File: config.mk
export PLATFORM = sky130hd
export DESIGN_NAME = pmu_activity_pin_control
export DESIGN_NICKNAME = d
export VERILOG_FILES = /design/src/rtl/pmu_pins_pkg.sv /design/src/rtl/pmu_activity_pin_control.sv
export SDC_FILE = /design/constraint.sdc
export NUM_CORES = 1
export LEC_CHECK = 0
export ABC_CLOCK_PERIOD_IN_PS = 2900
export BUFFER_PORTS_ARGS = -buffer_cell sky130_fd_sc_hd__buf_2
export CAP_MARGIN = 25
export CORE_MARGIN = 8
export CORE_UTILIZATION = 48
export CTS_CLUSTER_DIAMETER = 60
export CTS_CLUSTER_SIZE = 20
export DETAILED_ROUTE_END_ITERATION = 10
export PLACE_DENSITY_LB_ADDON = 0.12
export SLEW_MARGIN = 20
export SYNTH_ARGS = -nofsm -noshare
export SYNTH_HDL_FRONTEND = slang
export SYNTH_SLANG_ARGS = --single-unit
export TNS_END_PERCENT = 5
File: constraint.sdc
create_clock -name clk_i -period 2.9 [get_ports clk_i]
set_input_delay 0 -clock clk_i [delete_from_list [all_inputs] [get_ports clk_i]]
set_output_delay 0 -clock clk_i [all_outputs]
set_load 0.05 [all_outputs]
File: src/rtl/pmu_pins_pkg.sv
//==========================================================================
// What this block does
// - off mode, pin three high outside Off
// - in Off, pin three shows inverted bit 7
// - decode mode, pin three low while address matches
// - pin three decode may gate with I/O read
// - direct mode, pin one inverts bit 7
// - decode mode, pin one low on match, optionally gated
// - pin one drives only when direction selects output
// - write counts between bounds, A23-A20 zero
// - compare ignores A13-A0; bounds give upper bits
// - lower bound bit 0 enables hit counting
// - write activity passes only when mask enables
// - hit limit is two to the field value
// - hit counter clears on expiry or other activity
// - report activity when hit count reaches limit
// - trigger period selects 4, 8, 16, 32 s
// - slow duration selects 0.25 to 2 s
// - trigger enable and fast clock enable bits
// - status bits stick; any write clears all but sources still active
// - bit 7 records interrupt lines 2 to 15
// - bits 3-1 DMA 3-1; bit 0 DMA 5-7
// - bit 6 adapter or misc; 5 window; 4 keyboard
// - mode field chooses each pin's operation
package pmu_pins_pkg;

  // register indexes; byte address is four times the index
  localparam logic [7:0] IDX_PIN_THREE_CONTROL = 8'h95;
  localparam logic [7:0] IDX_WRITE_WINDOW_LOW = 8'h9a;
  localparam logic [7:0] IDX_WRITE_WINDOW_HIGH = 8'h9b;
  localparam logic [7:0] IDX_PIN_ONE_CONTROL = 8'h9c;
  localparam logic [7:0] IDX_RESERVED_FIXED_VALUE = 8'h9d;
  localparam logic [7:0] IDX_AUTO_SLOW_CONTROL = 8'h9f;
  localparam logic [7:0] IDX_ACTIVITY_FLAGS_ONE = 8'ha0;
  localparam logic [7:0] IDX_AUX_CONFIG = 8'hb0;
  localparam logic [7:0] IDX_AUX_MISC = 8'hb1;

  localparam logic [7:0] RST_REG = 8'h00;

  // aux_config and misc field positions
  localparam int unsigned CFG_PIN3_MODE_LSB = 0;
  localparam int unsigned CFG_PIN1_MODE_LSB = 2;
  localparam int unsigned CFG_PIN1_DIR_BIT = 4;
  localparam int unsigned CFG_MEMWR_MASK_BIT = 5;
  localparam int unsigned CFG_TRIG_EN_BIT = 6;
  localparam int unsigned CFG_HS_CLK_EN_BIT = 7;
  localparam int unsigned MISC_SOFT_AC_BIT = 5;

  // control register fields
  localparam int unsigned PIN_LEVEL_BIT = 7;
  localparam int unsigned HIT_COUNT_ENABLE_BIT = 0;

  typedef enum logic [1:0] {
    PIN_MODE_FIXED,
    PIN_MODE_IORD,
    PIN_MODE_DECODE,
    PIN_MODE_DECODE_ALT
  } pin_mode_e;

  // timing
  localparam longint unsigned CLK_KHZ = 200000;
  localparam longint unsigned TRIG_BASE_MS = 4000;
  localparam longint unsigned SLOW_BASE_MS = 250;
  localparam longint unsigned TRIG_BASE_CYC = TRIG_BASE_MS * CLK_KHZ;
  localparam longint unsigned SLOW_BASE_CYC = SLOW_BASE_MS * CLK_KHZ;

endpackage

File: src/rtl/pmu_activity_pin_control.sv
// The implementer's own choice: register access over AHB-Lite.
`timescale 1ns/1ps
module pmu_activity_pin_control
  import pmu_pins_pkg::*;
#(
  parameter logic [32:0] TRIG_BASE_CYCLES = 33'(TRIG_BASE_CYC),
  parameter logic [32:0] SLOW_BASE_CYCLES = 33'(SLOW_BASE_CYC)
) (
  input wire logic clk_i,
  input wire logic rst_n_i,
  // ahb-lite slave
  input wire logic hsel_i,
  input wire logic [31:0] haddr_i,
  input wire logic [1:0] htrans_i,
  input wire logic hwrite_i,
  input wire logic [2:0] hsize_i,
  input wire logic [31:0] hwdata_i,
  input wire logic hready_i,
  output logic [31:0] hrdata_o,
  output logic hreadyout_o,
  output logic hresp_o,
  // system bus pins
  input wire logic [23:0] sys_addr_i,
  input wire logic mem_write_n_i,
  input wire logic io_read_n_i,
  // activity sources (pins, active high)
  input wire logic [15:2] irq_i,
  input wire logic [7:0] dma_req_i,
  input wire logic ac_adapter_i,
  input wire logic mapped_window_i,
  input wire logic keyboard_i,
  // power manager side
  input wire logic power_manager_off_i,
  input wire logic state_counter_expired_i,
  output logic [7:0] activity_pulse_o,
  output logic mem_write_activity_o,
  output logic trigger_enable_o,
  output logic hs_clk_enable_o,
  output logic [32:0] trigger_cycles_o,
  output logic [32:0] slow_cycles_o,
  // programmable pins
  output logic aux_pin_three_o,
  output logic aux_pin_one_o,
  output logic aux_pin_one_oe_o
);

  if (TRIG_BASE_CYCLES[32:30] != 3'h0 || SLOW_BASE_CYCLES[32:30] != 3'h0) begin : g_bad
    $error("base cycle count too large for the shifted period");
  end

  //========================================================================
  // input synchronisers
  //========================================================================
  localparam int unsigned SYNC_W = 24 + 2 + 14 + 8 + 3;
  logic [SYNC_W-1:0] sync1_r, sync1_nxt, sync2_r, sync2_nxt;

  always_comb begin
    sync1_nxt = {sys_addr_i, mem_write_n_i, io_read_n_i, irq_i, dma_req_i,
                 ac_adapter_i, mapped_window_i, keyboard_i};
    sync2_nxt = sync1_r;
  end

  always_ff @(posedge clk_i or negedge rst_n_i) begin
    if (!rst_n_i) begin
      sync1_r <= {{(SYNC_W-2-25){1'b0}}, 2'h3, 25'h0};
      sync2_r <= {{(SYNC_W-2-25){1'b0}}, 2'h3, 25'h0};
    end else begin
      sync1_r <= sync1_nxt;
      sync2_r <= sync2_nxt;
    end
  end

  logic [23:0] addr_s;
  logic mem_wr_n_s, io_rd_n_s, ac_s, mms_s, kb_s;
  logic [15:2] irq_s;
  logic [7:0] dma_s;
  assign {addr_s, mem_wr_n_s, io_rd_n_s, irq_s, dma_s, ac_s, mms_s, kb_s} = sync2_r;

  //========================================================================
  // ahb-lite register access
  //========================================================================
  logic wr_pend_r, wr_pend_nxt;
  logic [7:0] wr_idx_r, wr_idx_nxt;
  logic [31:0] hrdata_r, hrdata_nxt;
  logic [7:0] pin3_ctl_r, pin3_ctl_nxt, win_low_r, win_low_nxt;
  logic [7:0] win_high_r, win_high_nxt, pin1_ctl_r, pin1_ctl_nxt;
  logic [7:0] rsvd_r, rsvd_nxt, slow_ctl_r, slow_ctl_nxt;
  logic [7:0] flags_r, flags_nxt, cfg_r, cfg_nxt, misc_r, misc_nxt;
  logic addr_phase, addr_mapped;
  logic [7:0] req_idx, wdata;
  logic [7:0] src_lvl;

  assign addr_phase = hsel_i && htrans_i[1] && hready_i;
  assign req_idx = haddr_i[9:2];
  assign addr_mapped = (haddr_i[31:10] == 22'h0) && (haddr_i[1:0] == 2'h0);
  assign wdata = hwdata_i[7:0];

  always_comb begin
    wr_pend_nxt = addr_phase && hwrite_i && addr_mapped;
    wr_idx_nxt = addr_phase ? req_idx : wr_idx_r;
    pin3_ctl_nxt = pin3_ctl_r;
    win_low_nxt = win_low_r;
    win_high_nxt = win_high_r;
    pin1_ctl_nxt = pin1_ctl_r;
    rsvd_nxt = rsvd_r;
    slow_ctl_nxt = slow_ctl_r;
    cfg_nxt = cfg_r;
    misc_nxt = misc_r;
    flags_nxt = flags_r;
    if (wr_pend_r) begin
      if (wr_idx_r == IDX_PIN_THREE_CONTROL) begin
        pin3_ctl_nxt = wdata;
      end else if (wr_idx_r == IDX_WRITE_WINDOW_LOW) begin
        win_low_nxt = wdata & 8'hfd;
      end else if (wr_idx_r == IDX_WRITE_WINDOW_HIGH) begin
        win_high_nxt = wdata & 8'hf7;
      end else if (wr_idx_r == IDX_PIN_ONE_CONTROL) begin
        pin1_ctl_nxt = wdata;
      end else if (wr_idx_r == IDX_RESERVED_FIXED_VALUE) begin
        rsvd_nxt = wdata;
      end else if (wr_idx_r == IDX_AUTO_SLOW_CONTROL) begin
        slow_ctl_nxt = wdata & 8'h0f;
      end else if (wr_idx_r == IDX_ACTIVITY_FLAGS_ONE) begin
        flags_nxt = 8'h00;
      end else if (wr_idx_r == IDX_AUX_CONFIG) begin
        cfg_nxt = wdata;
      end else if (wr_idx_r == IDX_AUX_MISC) begin
        misc_nxt = wdata & 8'h20;
      end
    end
    // a source active in the clearing cycle keeps its bit set
    flags_nxt = flags_nxt | src_lvl;
    // read mux uses next values so a read right after a write sees it
    hrdata_nxt = 32'h0;
    if (addr_phase && !hwrite_i && addr_mapped) begin
      if (req_idx == IDX_PIN_THREE_CONTROL) begin
        hrdata_nxt = {24'h0, pin3_ctl_nxt};
      end else if (req_idx == IDX_WRITE_WINDOW_LOW) begin
        hrdata_nxt = {24'h0, win_low_nxt};
      end else if (req_idx == IDX_WRITE_WINDOW_HIGH) begin
        hrdata_nxt = {24'h0, win_high_nxt};
      end else if (req_idx == IDX_PIN_ONE_CONTROL) begin
        hrdata_nxt = {24'h0, pin1_ctl_nxt};
      end else if (req_idx == IDX_RESERVED_FIXED_VALUE) begin
        hrdata_nxt = {24'h0, rsvd_nxt};
      end else if (req_idx == IDX_AUTO_SLOW_CONTROL) begin
        hrdata_nxt = {24'h0, slow_ctl_nxt};
      end else if (req_idx == IDX_ACTIVITY_FLAGS_ONE) begin
        hrdata_nxt = {24'h0, flags_nxt};
      end else if (req_idx == IDX_AUX_CONFIG) begin
        hrdata_nxt = {24'h0, cfg_nxt};
      end else if (req_idx == IDX_AUX_MISC) begin
        hrdata_nxt = {24'h0, misc_nxt};
      end
    end
  end

  always_ff @(posedge clk_i or negedge rst_n_i) begin
    if (!rst_n_i) begin
      wr_pend_r <= 1'b0;
      wr_idx_r <= 8'h00;
      hrdata_r <= 32'h0;
      pin3_ctl_r <= RST_REG;
      win_low_r <= RST_REG;
      win_high_r <= RST_REG;
      pin1_ctl_r <= RST_REG;
      rsvd_r <= RST_REG;
      slow_ctl_r <= RST_REG;
      flags_r <= RST_REG;
      cfg_r <= RST_REG;
      misc_r <= RST_REG;
    end else begin
      wr_pend_r <= wr_pend_nxt;
      wr_idx_r <= wr_idx_nxt;
      hrdata_r <= hrdata_nxt;
      pin3_ctl_r <= pin3_ctl_nxt;
      win_low_r <= win_low_nxt;
      win_high_r <= win_high_nxt;
      pin1_ctl_r <= pin1_ctl_nxt;
      rsvd_r <= rsvd_nxt;
      slow_ctl_r <= slow_ctl_nxt;
      flags_r <= flags_nxt;
      cfg_r <= cfg_nxt;
      misc_r <= misc_nxt;
    end
  end

  assign hrdata_o = hrdata_r;
  assign hreadyout_o = 1'b1;
  assign hresp_o = 1'b0;

  //========================================================================
  // activity sources and pulses
  //========================================================================
  logic [7:0] src_prev_r, src_prev_nxt, act_pulse_r, act_pulse_nxt;
  logic other_activity;

  always_comb begin
    src_lvl[7] = |irq_s;
    src_lvl[6] = ac_s || misc_r[MISC_SOFT_AC_BIT];
    src_lvl[5] = mms_s;
    src_lvl[4] = kb_s;
    src_lvl[3:1] = dma_s[3:1];
    src_lvl[0] = |dma_s[7:5];
    src_prev_nxt = src_lvl;
    act_pulse_nxt = src_lvl & ~src_prev_r;
  end

  always_ff @(posedge clk_i or negedge rst_n_i) begin
    if (!rst_n_i) begin
      src_prev_r <= 8'h00;
      act_pulse_r <= 8'h00;
    end else begin
      src_prev_r <= src_prev_nxt;
      act_pulse_r <= act_pulse_nxt;
    end
  end

  assign other_activity = |act_pulse_nxt;
  assign activity_pulse_o = act_pulse_r;

  //========================================================================
  // memory write window and hit counter
  //========================================================================
  logic mwr_prev_r, mwr_prev_nxt, hit_pulse_r, hit_pulse_nxt;
  logic [7:0] hit_cnt_r, hit_cnt_nxt, hit_limit;
  logic in_range, write_start, qualified;
  logic [8:0] cnt_inc;

  assign write_start = mwr_prev_r && !mem_wr_n_s;
  // low bits below A14 take no part in the compare
  assign in_range = (addr_s[23:20] == 4'h0) &&
                    (addr_s[19:14] > win_low_r[7:2]) &&
                    (addr_s[19:14] < {win_high_r[7:4], 2'h0});
  assign qualified = write_start && in_range && win_low_r[HIT_COUNT_ENABLE_BIT] &&
                     cfg_r[CFG_MEMWR_MASK_BIT];
  assign hit_limit = 8'h01 << win_high_r[2:0];
  assign cnt_inc = {1'b0, hit_cnt_r} + 9'h001;

  always_comb begin
    mwr_prev_nxt = mem_wr_n_s;
    hit_cnt_nxt = hit_cnt_r;
    hit_pulse_nxt = 1'b0;
    // a clear in the same cycle as a write drops that write
    if (state_counter_expired_i || other_activity) begin
      hit_cnt_nxt = 8'h00;
    end else if (qualified) begin
      if (cnt_inc >= {1'b0, hit_limit}) begin
        hit_cnt_nxt = 8'h00;
        hit_pulse_nxt = 1'b1;
      end else begin
        hit_cnt_nxt = cnt_inc[7:0];
      end
    end
  end

  always_ff @(posedge clk_i or negedge rst_n_i) begin
    if (!rst_n_i) begin
      mwr_prev_r <= 1'b1;
      hit_cnt_r <= 8'h00;
      hit_pulse_r <= 1'b0;
    end else begin
      mwr_prev_r <= mwr_prev_nxt;
      hit_cnt_r <= hit_cnt_nxt;
      hit_pulse_r <= hit_pulse_nxt;
    end
  end

  assign mem_write_activity_o = hit_pulse_r;

  //========================================================================
  // auto low-speed timing
  //========================================================================
  logic [32:0] trig_cyc_r, trig_cyc_nxt, slow_cyc_r, slow_cyc_nxt;

  always_comb begin
    trig_cyc_nxt = TRIG_BASE_CYCLES << slow_ctl_r[1:0];
    slow_cyc_nxt = SLOW_BASE_CYCLES << slow_ctl_r[3:2];
  end

  always_ff @(posedge clk_i or negedge rst_n_i) begin
    if (!rst_n_i) begin
      trig_cyc_r <= 33'h0;
      slow_cyc_r <= 33'h0;
    end else begin
      trig_cyc_r <= trig_cyc_nxt;
      slow_cyc_r <= slow_cyc_nxt;
    end
  end

  assign trigger_cycles_o = trig_cyc_r;
  assign slow_cycles_o = slow_cyc_r;
  assign trigger_enable_o = cfg_r[CFG_TRIG_EN_BIT];
  assign hs_clk_enable_o = cfg_r[CFG_HS_CLK_EN_BIT];

  //========================================================================
  // programmable pins
  //========================================================================
  pin_mode_e mode3, mode1;
  logic match3, match1, pin3_r, pin3_nxt, pin1_r, pin1_nxt, io_rd;

  assign mode3 = pin_mode_e'(cfg_r[CFG_PIN3_MODE_LSB +: 2]);
  assign mode1 = pin_mode_e'(cfg_r[CFG_PIN1_MODE_LSB +: 2]);
  assign match3 = addr_s[9:3] == pin3_ctl_r[6:0];
  assign match1 = addr_s[9:3] == pin1_ctl_r[6:0];
  assign io_rd = !io_rd_n_s;

  always_comb begin
    case (mode3)
      PIN_MODE_FIXED: begin
        pin3_nxt = power_manager_off_i ? !pin3_ctl_r[PIN_LEVEL_BIT] : 1'b1;
      end
      PIN_MODE_IORD: begin
        pin3_nxt = !(match3 && io_rd);
      end
      default: begin
        pin3_nxt = !match3;
      end
    endcase
    case (mode1)
      PIN_MODE_FIXED: begin
        pin1_nxt = !pin1_ctl_r[PIN_LEVEL_BIT];
      end
      PIN_MODE_IORD: begin
        pin1_nxt = !(match1 && io_rd);
      end
      default: begin
        pin1_nxt = !match1;
      end
    endcase
  end

  always_ff @(posedge clk_i or negedge rst_n_i) begin
    if (!rst_n_i) begin
      pin3_r <= 1'b1;
      pin1_r <= 1'b1;
    end else begin
      pin3_r <= pin3_nxt;
      pin1_r <= pin1_nxt;
    end
  end

  assign aux_pin_three_o = pin3_r;
  assign aux_pin_one_o = pin1_r;
  // the pin is an input unless software turns it round
  assign aux_pin_one_oe_o = cfg_r[CFG_PIN1_DIR_BIT];
endmodule

==> results.py <==
metrics = {
    "finish": {
        "design_area_sq_um": 11210,
        "synthToLayoutAreaGrowth_pct": 23.05,
        "drive_gt1_frac": 0.3048,
        "nNetsFinal": 1080,
        "layout_common_cells": "dfrtp_1 (217), buf_2 (152), dlygate4sd3_1 (62)",
        "fillerInstances": 1515,
        "final_common_cell": "dfrtp_1",
        "antenna_cells": 0,
    },
    "routing": {
        "avgViaCountPerCell": 5.103,
        "first_pass_iters": 5,
        "first_iter_violations": 308,
        "wire_per_inst_um": 18.43,
        "finalWirelength_mm": 21.73,
        "route.detailed.drc": 0,
        "drtAntennaViolNets": 0,
        "vias": 6017,
    },
    "timing": {
        "post-route-period-util": 0.9350,
        "timing.fmax_ghz": 0.3688,
        "hold_viol": 0,
        "finClkSkew_ps": 20.07,
        "drv_slew": 0,
        "setup_tns_ps": 0,
        "relSlewSlack": 0.5418,
        "rsz0062_at_grt": "false",
        "post-route-min-period_ps": 2712,
        "setup_viol": 0,
        "worst-slew-pin-transition_ps": 687.3,
    },
    "grt": {
        "grt_pass1_wl_mm": 35.29,
        "grt_overflow_total": 0,
        "antenna_found_initial": 0,
        "grt_max_degree": 91,
        "grt_usage": 0.1866,
        "grt_pass1_vias": 6619,
    },
    "synthesis": {
        "ys_ff_latch": 224,
        "syn_area_sq_um": 9110,
        "synth_edf_count": 0,
        "synth_warnings": 0,
        "async_flop_share": 1.000,
        "ys_seq_area_frac": 0.6163,
        "avgSynthCellArea_sq_um": 12.96,
        "ys_types": 73,
        "ys.flop_type": "dfrtp_1",
        "netlist_instances": 703,
    },
    "setup_path": {
        "required_ps": 3250,
        "cp_max_fo": 8,
        "startpoint": "wr_idx_r[3]",
        "worstSetupPathType": "flip-flop to flip-flop",
        "crit_path_end": "hrdata_o[4]",
        "worstReg2RegEnd": "hrdata_o[4]",
        "end_kind": "flip-flop",
        "arrival_ps": 3060,
        "reg2regPathDepth": 6,
        "start_kind": "flip-flop",
        "r2r_slack_ps": 190,
        "worstReg2RegStart": "wr_idx_r[3]",
    },
    "place": {
        "placed_cell_area_sq_um": 10000,
        "portBuffers": 153,
        "hpwl_mm": 16.21,
        "gp_congestion": 0.9097,
    },
    "die": {
        "die_w_um": 153.8,
        "die-height_um": 153.8,
        "ios": 241,
        "design.core.area_sq_um": 18640,
        "die-area_sq_um": 23640,
        "rows": 50,
        "start_util": 0.4887,
    },
    "status": {
        "outcome": "complete, no violations",
    },
    "cts": {
        "clkTransAtPathRegs_ps": 70,
        "clock_latency_ps": 490,
        "cts_sinks": 224,
        "htreeDepth": 1,
        "numCtsBuffers": 17,
        "clock_path_buffers": 3,
        "root_buffer": "clkbuf_16",
        "tritoncts": "yes",
    },
    "job": {
        "cap_violations": 0,
    },
    "power": {
        "peakVddDrop_v": 0.0005347,
        "power-per-cell-area_nw_per_um2": 549.6,
        "p_leak_uw": 0.005385,
    },
    "worst_hold_path": {
        "min_path_type": "primary input to async pin",
    },
}
flip-flops by register name, summed over array words and instances (netlist names), 11 cells and up:
| register | count |
|---|---|
| slow_cycles_o | 12 |
| sync2_r | 42 |
| sync1_r | 42 |
| trigger_cycles_o | 11 |
power by group:
| part | total [uW] | switching, uW | internal, uW |
|---|---|---|---|
| registers | 3290 | 65.6 | 3230 |
| clock network | 2330 | 1100 | 1230 |
| logic | 538 | 360 | 178 |
how the worst min path moves through the flow:
stage	from	endpoint	cells after the start
after floorplan	rst_n_i	activity_pulse_o[0]	0
after global placement	rst_n_i	sync2_r[47]	1
after detailed placement	rst_n_i	sync2_r[47]	1
after CTS	state_counter_expired_i	hit_cnt_r[4]	6
after global routing	state_counter_expired_i	hit_cnt_r[5]	6
final	rst_n_i	sync2_r[47]	2
area by class of cell:
class	count	area (sq um)	area share
Sequential cell	224	5614	0.5008
Clock inverter	7	92.59	0.008260
Clock buffer	22	454.2	0.04052
Inverter	34	127.6	0.01139
Timing Repair Buffer	243	1619	0.1444
Multi-Input combinational cell	415	3009	0.2684
Tap cell	234	292.8	0.02612
through the flow:
step,setup WS (ps),total power (uW),hold slack (ps),utilization,std cells
floorplan,79.45,3685,-295.6,-,752
global placement,-43.27,3814,31.01,0.5365,1086
detailed placement,-76.26,3830,41.59,0.5365,1086
CTS,33.94,6242,70.91,0.5999,1178
global route,58.53,6416,112.8,0.6013,1179
finish,188.4,6161,88.71,0.6013,1179
timing repair:
action | in CTS | in global routing
pin swaps | 0 | 2
setup endpoints to repair | 1 | 4
gates resized for setup | 2 | 5
endpoints found under the hold margin | 190 | 0
hold buffers | 62 | 0
cloned | 0 | 0
buffers inserted | 1 | 1
cells by family (layout without fill, tap and decap cells):
family | Yosys count | count (layout) | synth area share
flip-flops | 224 | 224 | 0.6163
buffers and inverters | 113 | 306 | 0.07636
adder cells (fa/ha/maj) | 18 | 18 | 0.02472
AND/OR/NAND/NOR | 185 | 185 | 0.1225
AO/OA/AOI/OAI | 83 | 83 | 0.06730
other | 2 | 51 | 0.0008244
XOR/XNOR | 20 | 20 | 0.01923
multiplexers | 58 | 58 | 0.07279
cell usage after synthesis, types with 3 or more instances:
cell	n	share of area
and2_1	15	0.010
clkbuf_1	7	0.0029
a221o_1	3	0.0033
a21o_1	8	0.0066
o31ai_1	5	0.0041
a211o_1	3	0.0029
nor3b_1	4	0.0033
xor2_1	17	0.016
nor4_1	14	0.0096
a211oi_1	3	0.0025
or3b_2	4	0.0038
nand2b_1	5	0.0034
nor2_1	27	0.011
dfrtp_1	217	0.60
or3_1	5	0.0034
o21a_1	4	0.0033
nand2_1	29	0.012
and3_1	7	0.0048
nor4b_1	3	0.0029
o21ai_0	5	0.0027
nor3_1	10	0.0055
nand3_1	13	0.0071
nor2b_1	15	0.010
nand3b_1	11	0.0091
ha_1	18	0.025
a221oi_1	6	0.0058
dfstp_2	7	0.020
xnor2_1	3	0.0029
o22ai_1	3	0.0021
inv_1	34	0.014
buf_4	70	0.058
mux2_4	3	0.0049
mux2_2	54	0.067
a22oi_1	3	0.0025
a21oi_1	15	0.0082
critical path: stages, from the launching register on:
cell and delay (ps):
dfrtp_1 450, or3b_1 430, or4b_1 730, mux2i_1 210
and2_1 180, o31a_1 230, a311oi_1 350
per-layer routing:
metal  vias up  part of all wire  GRT usage
met1      3013              0.41     0.2267
li1       2790                 -          -
met4         0             0.021    0.04386
met3        28             0.059    0.04064
met5         -                 0          0
met2       186              0.51     0.3330
Power figures use the tool's default switching activity.
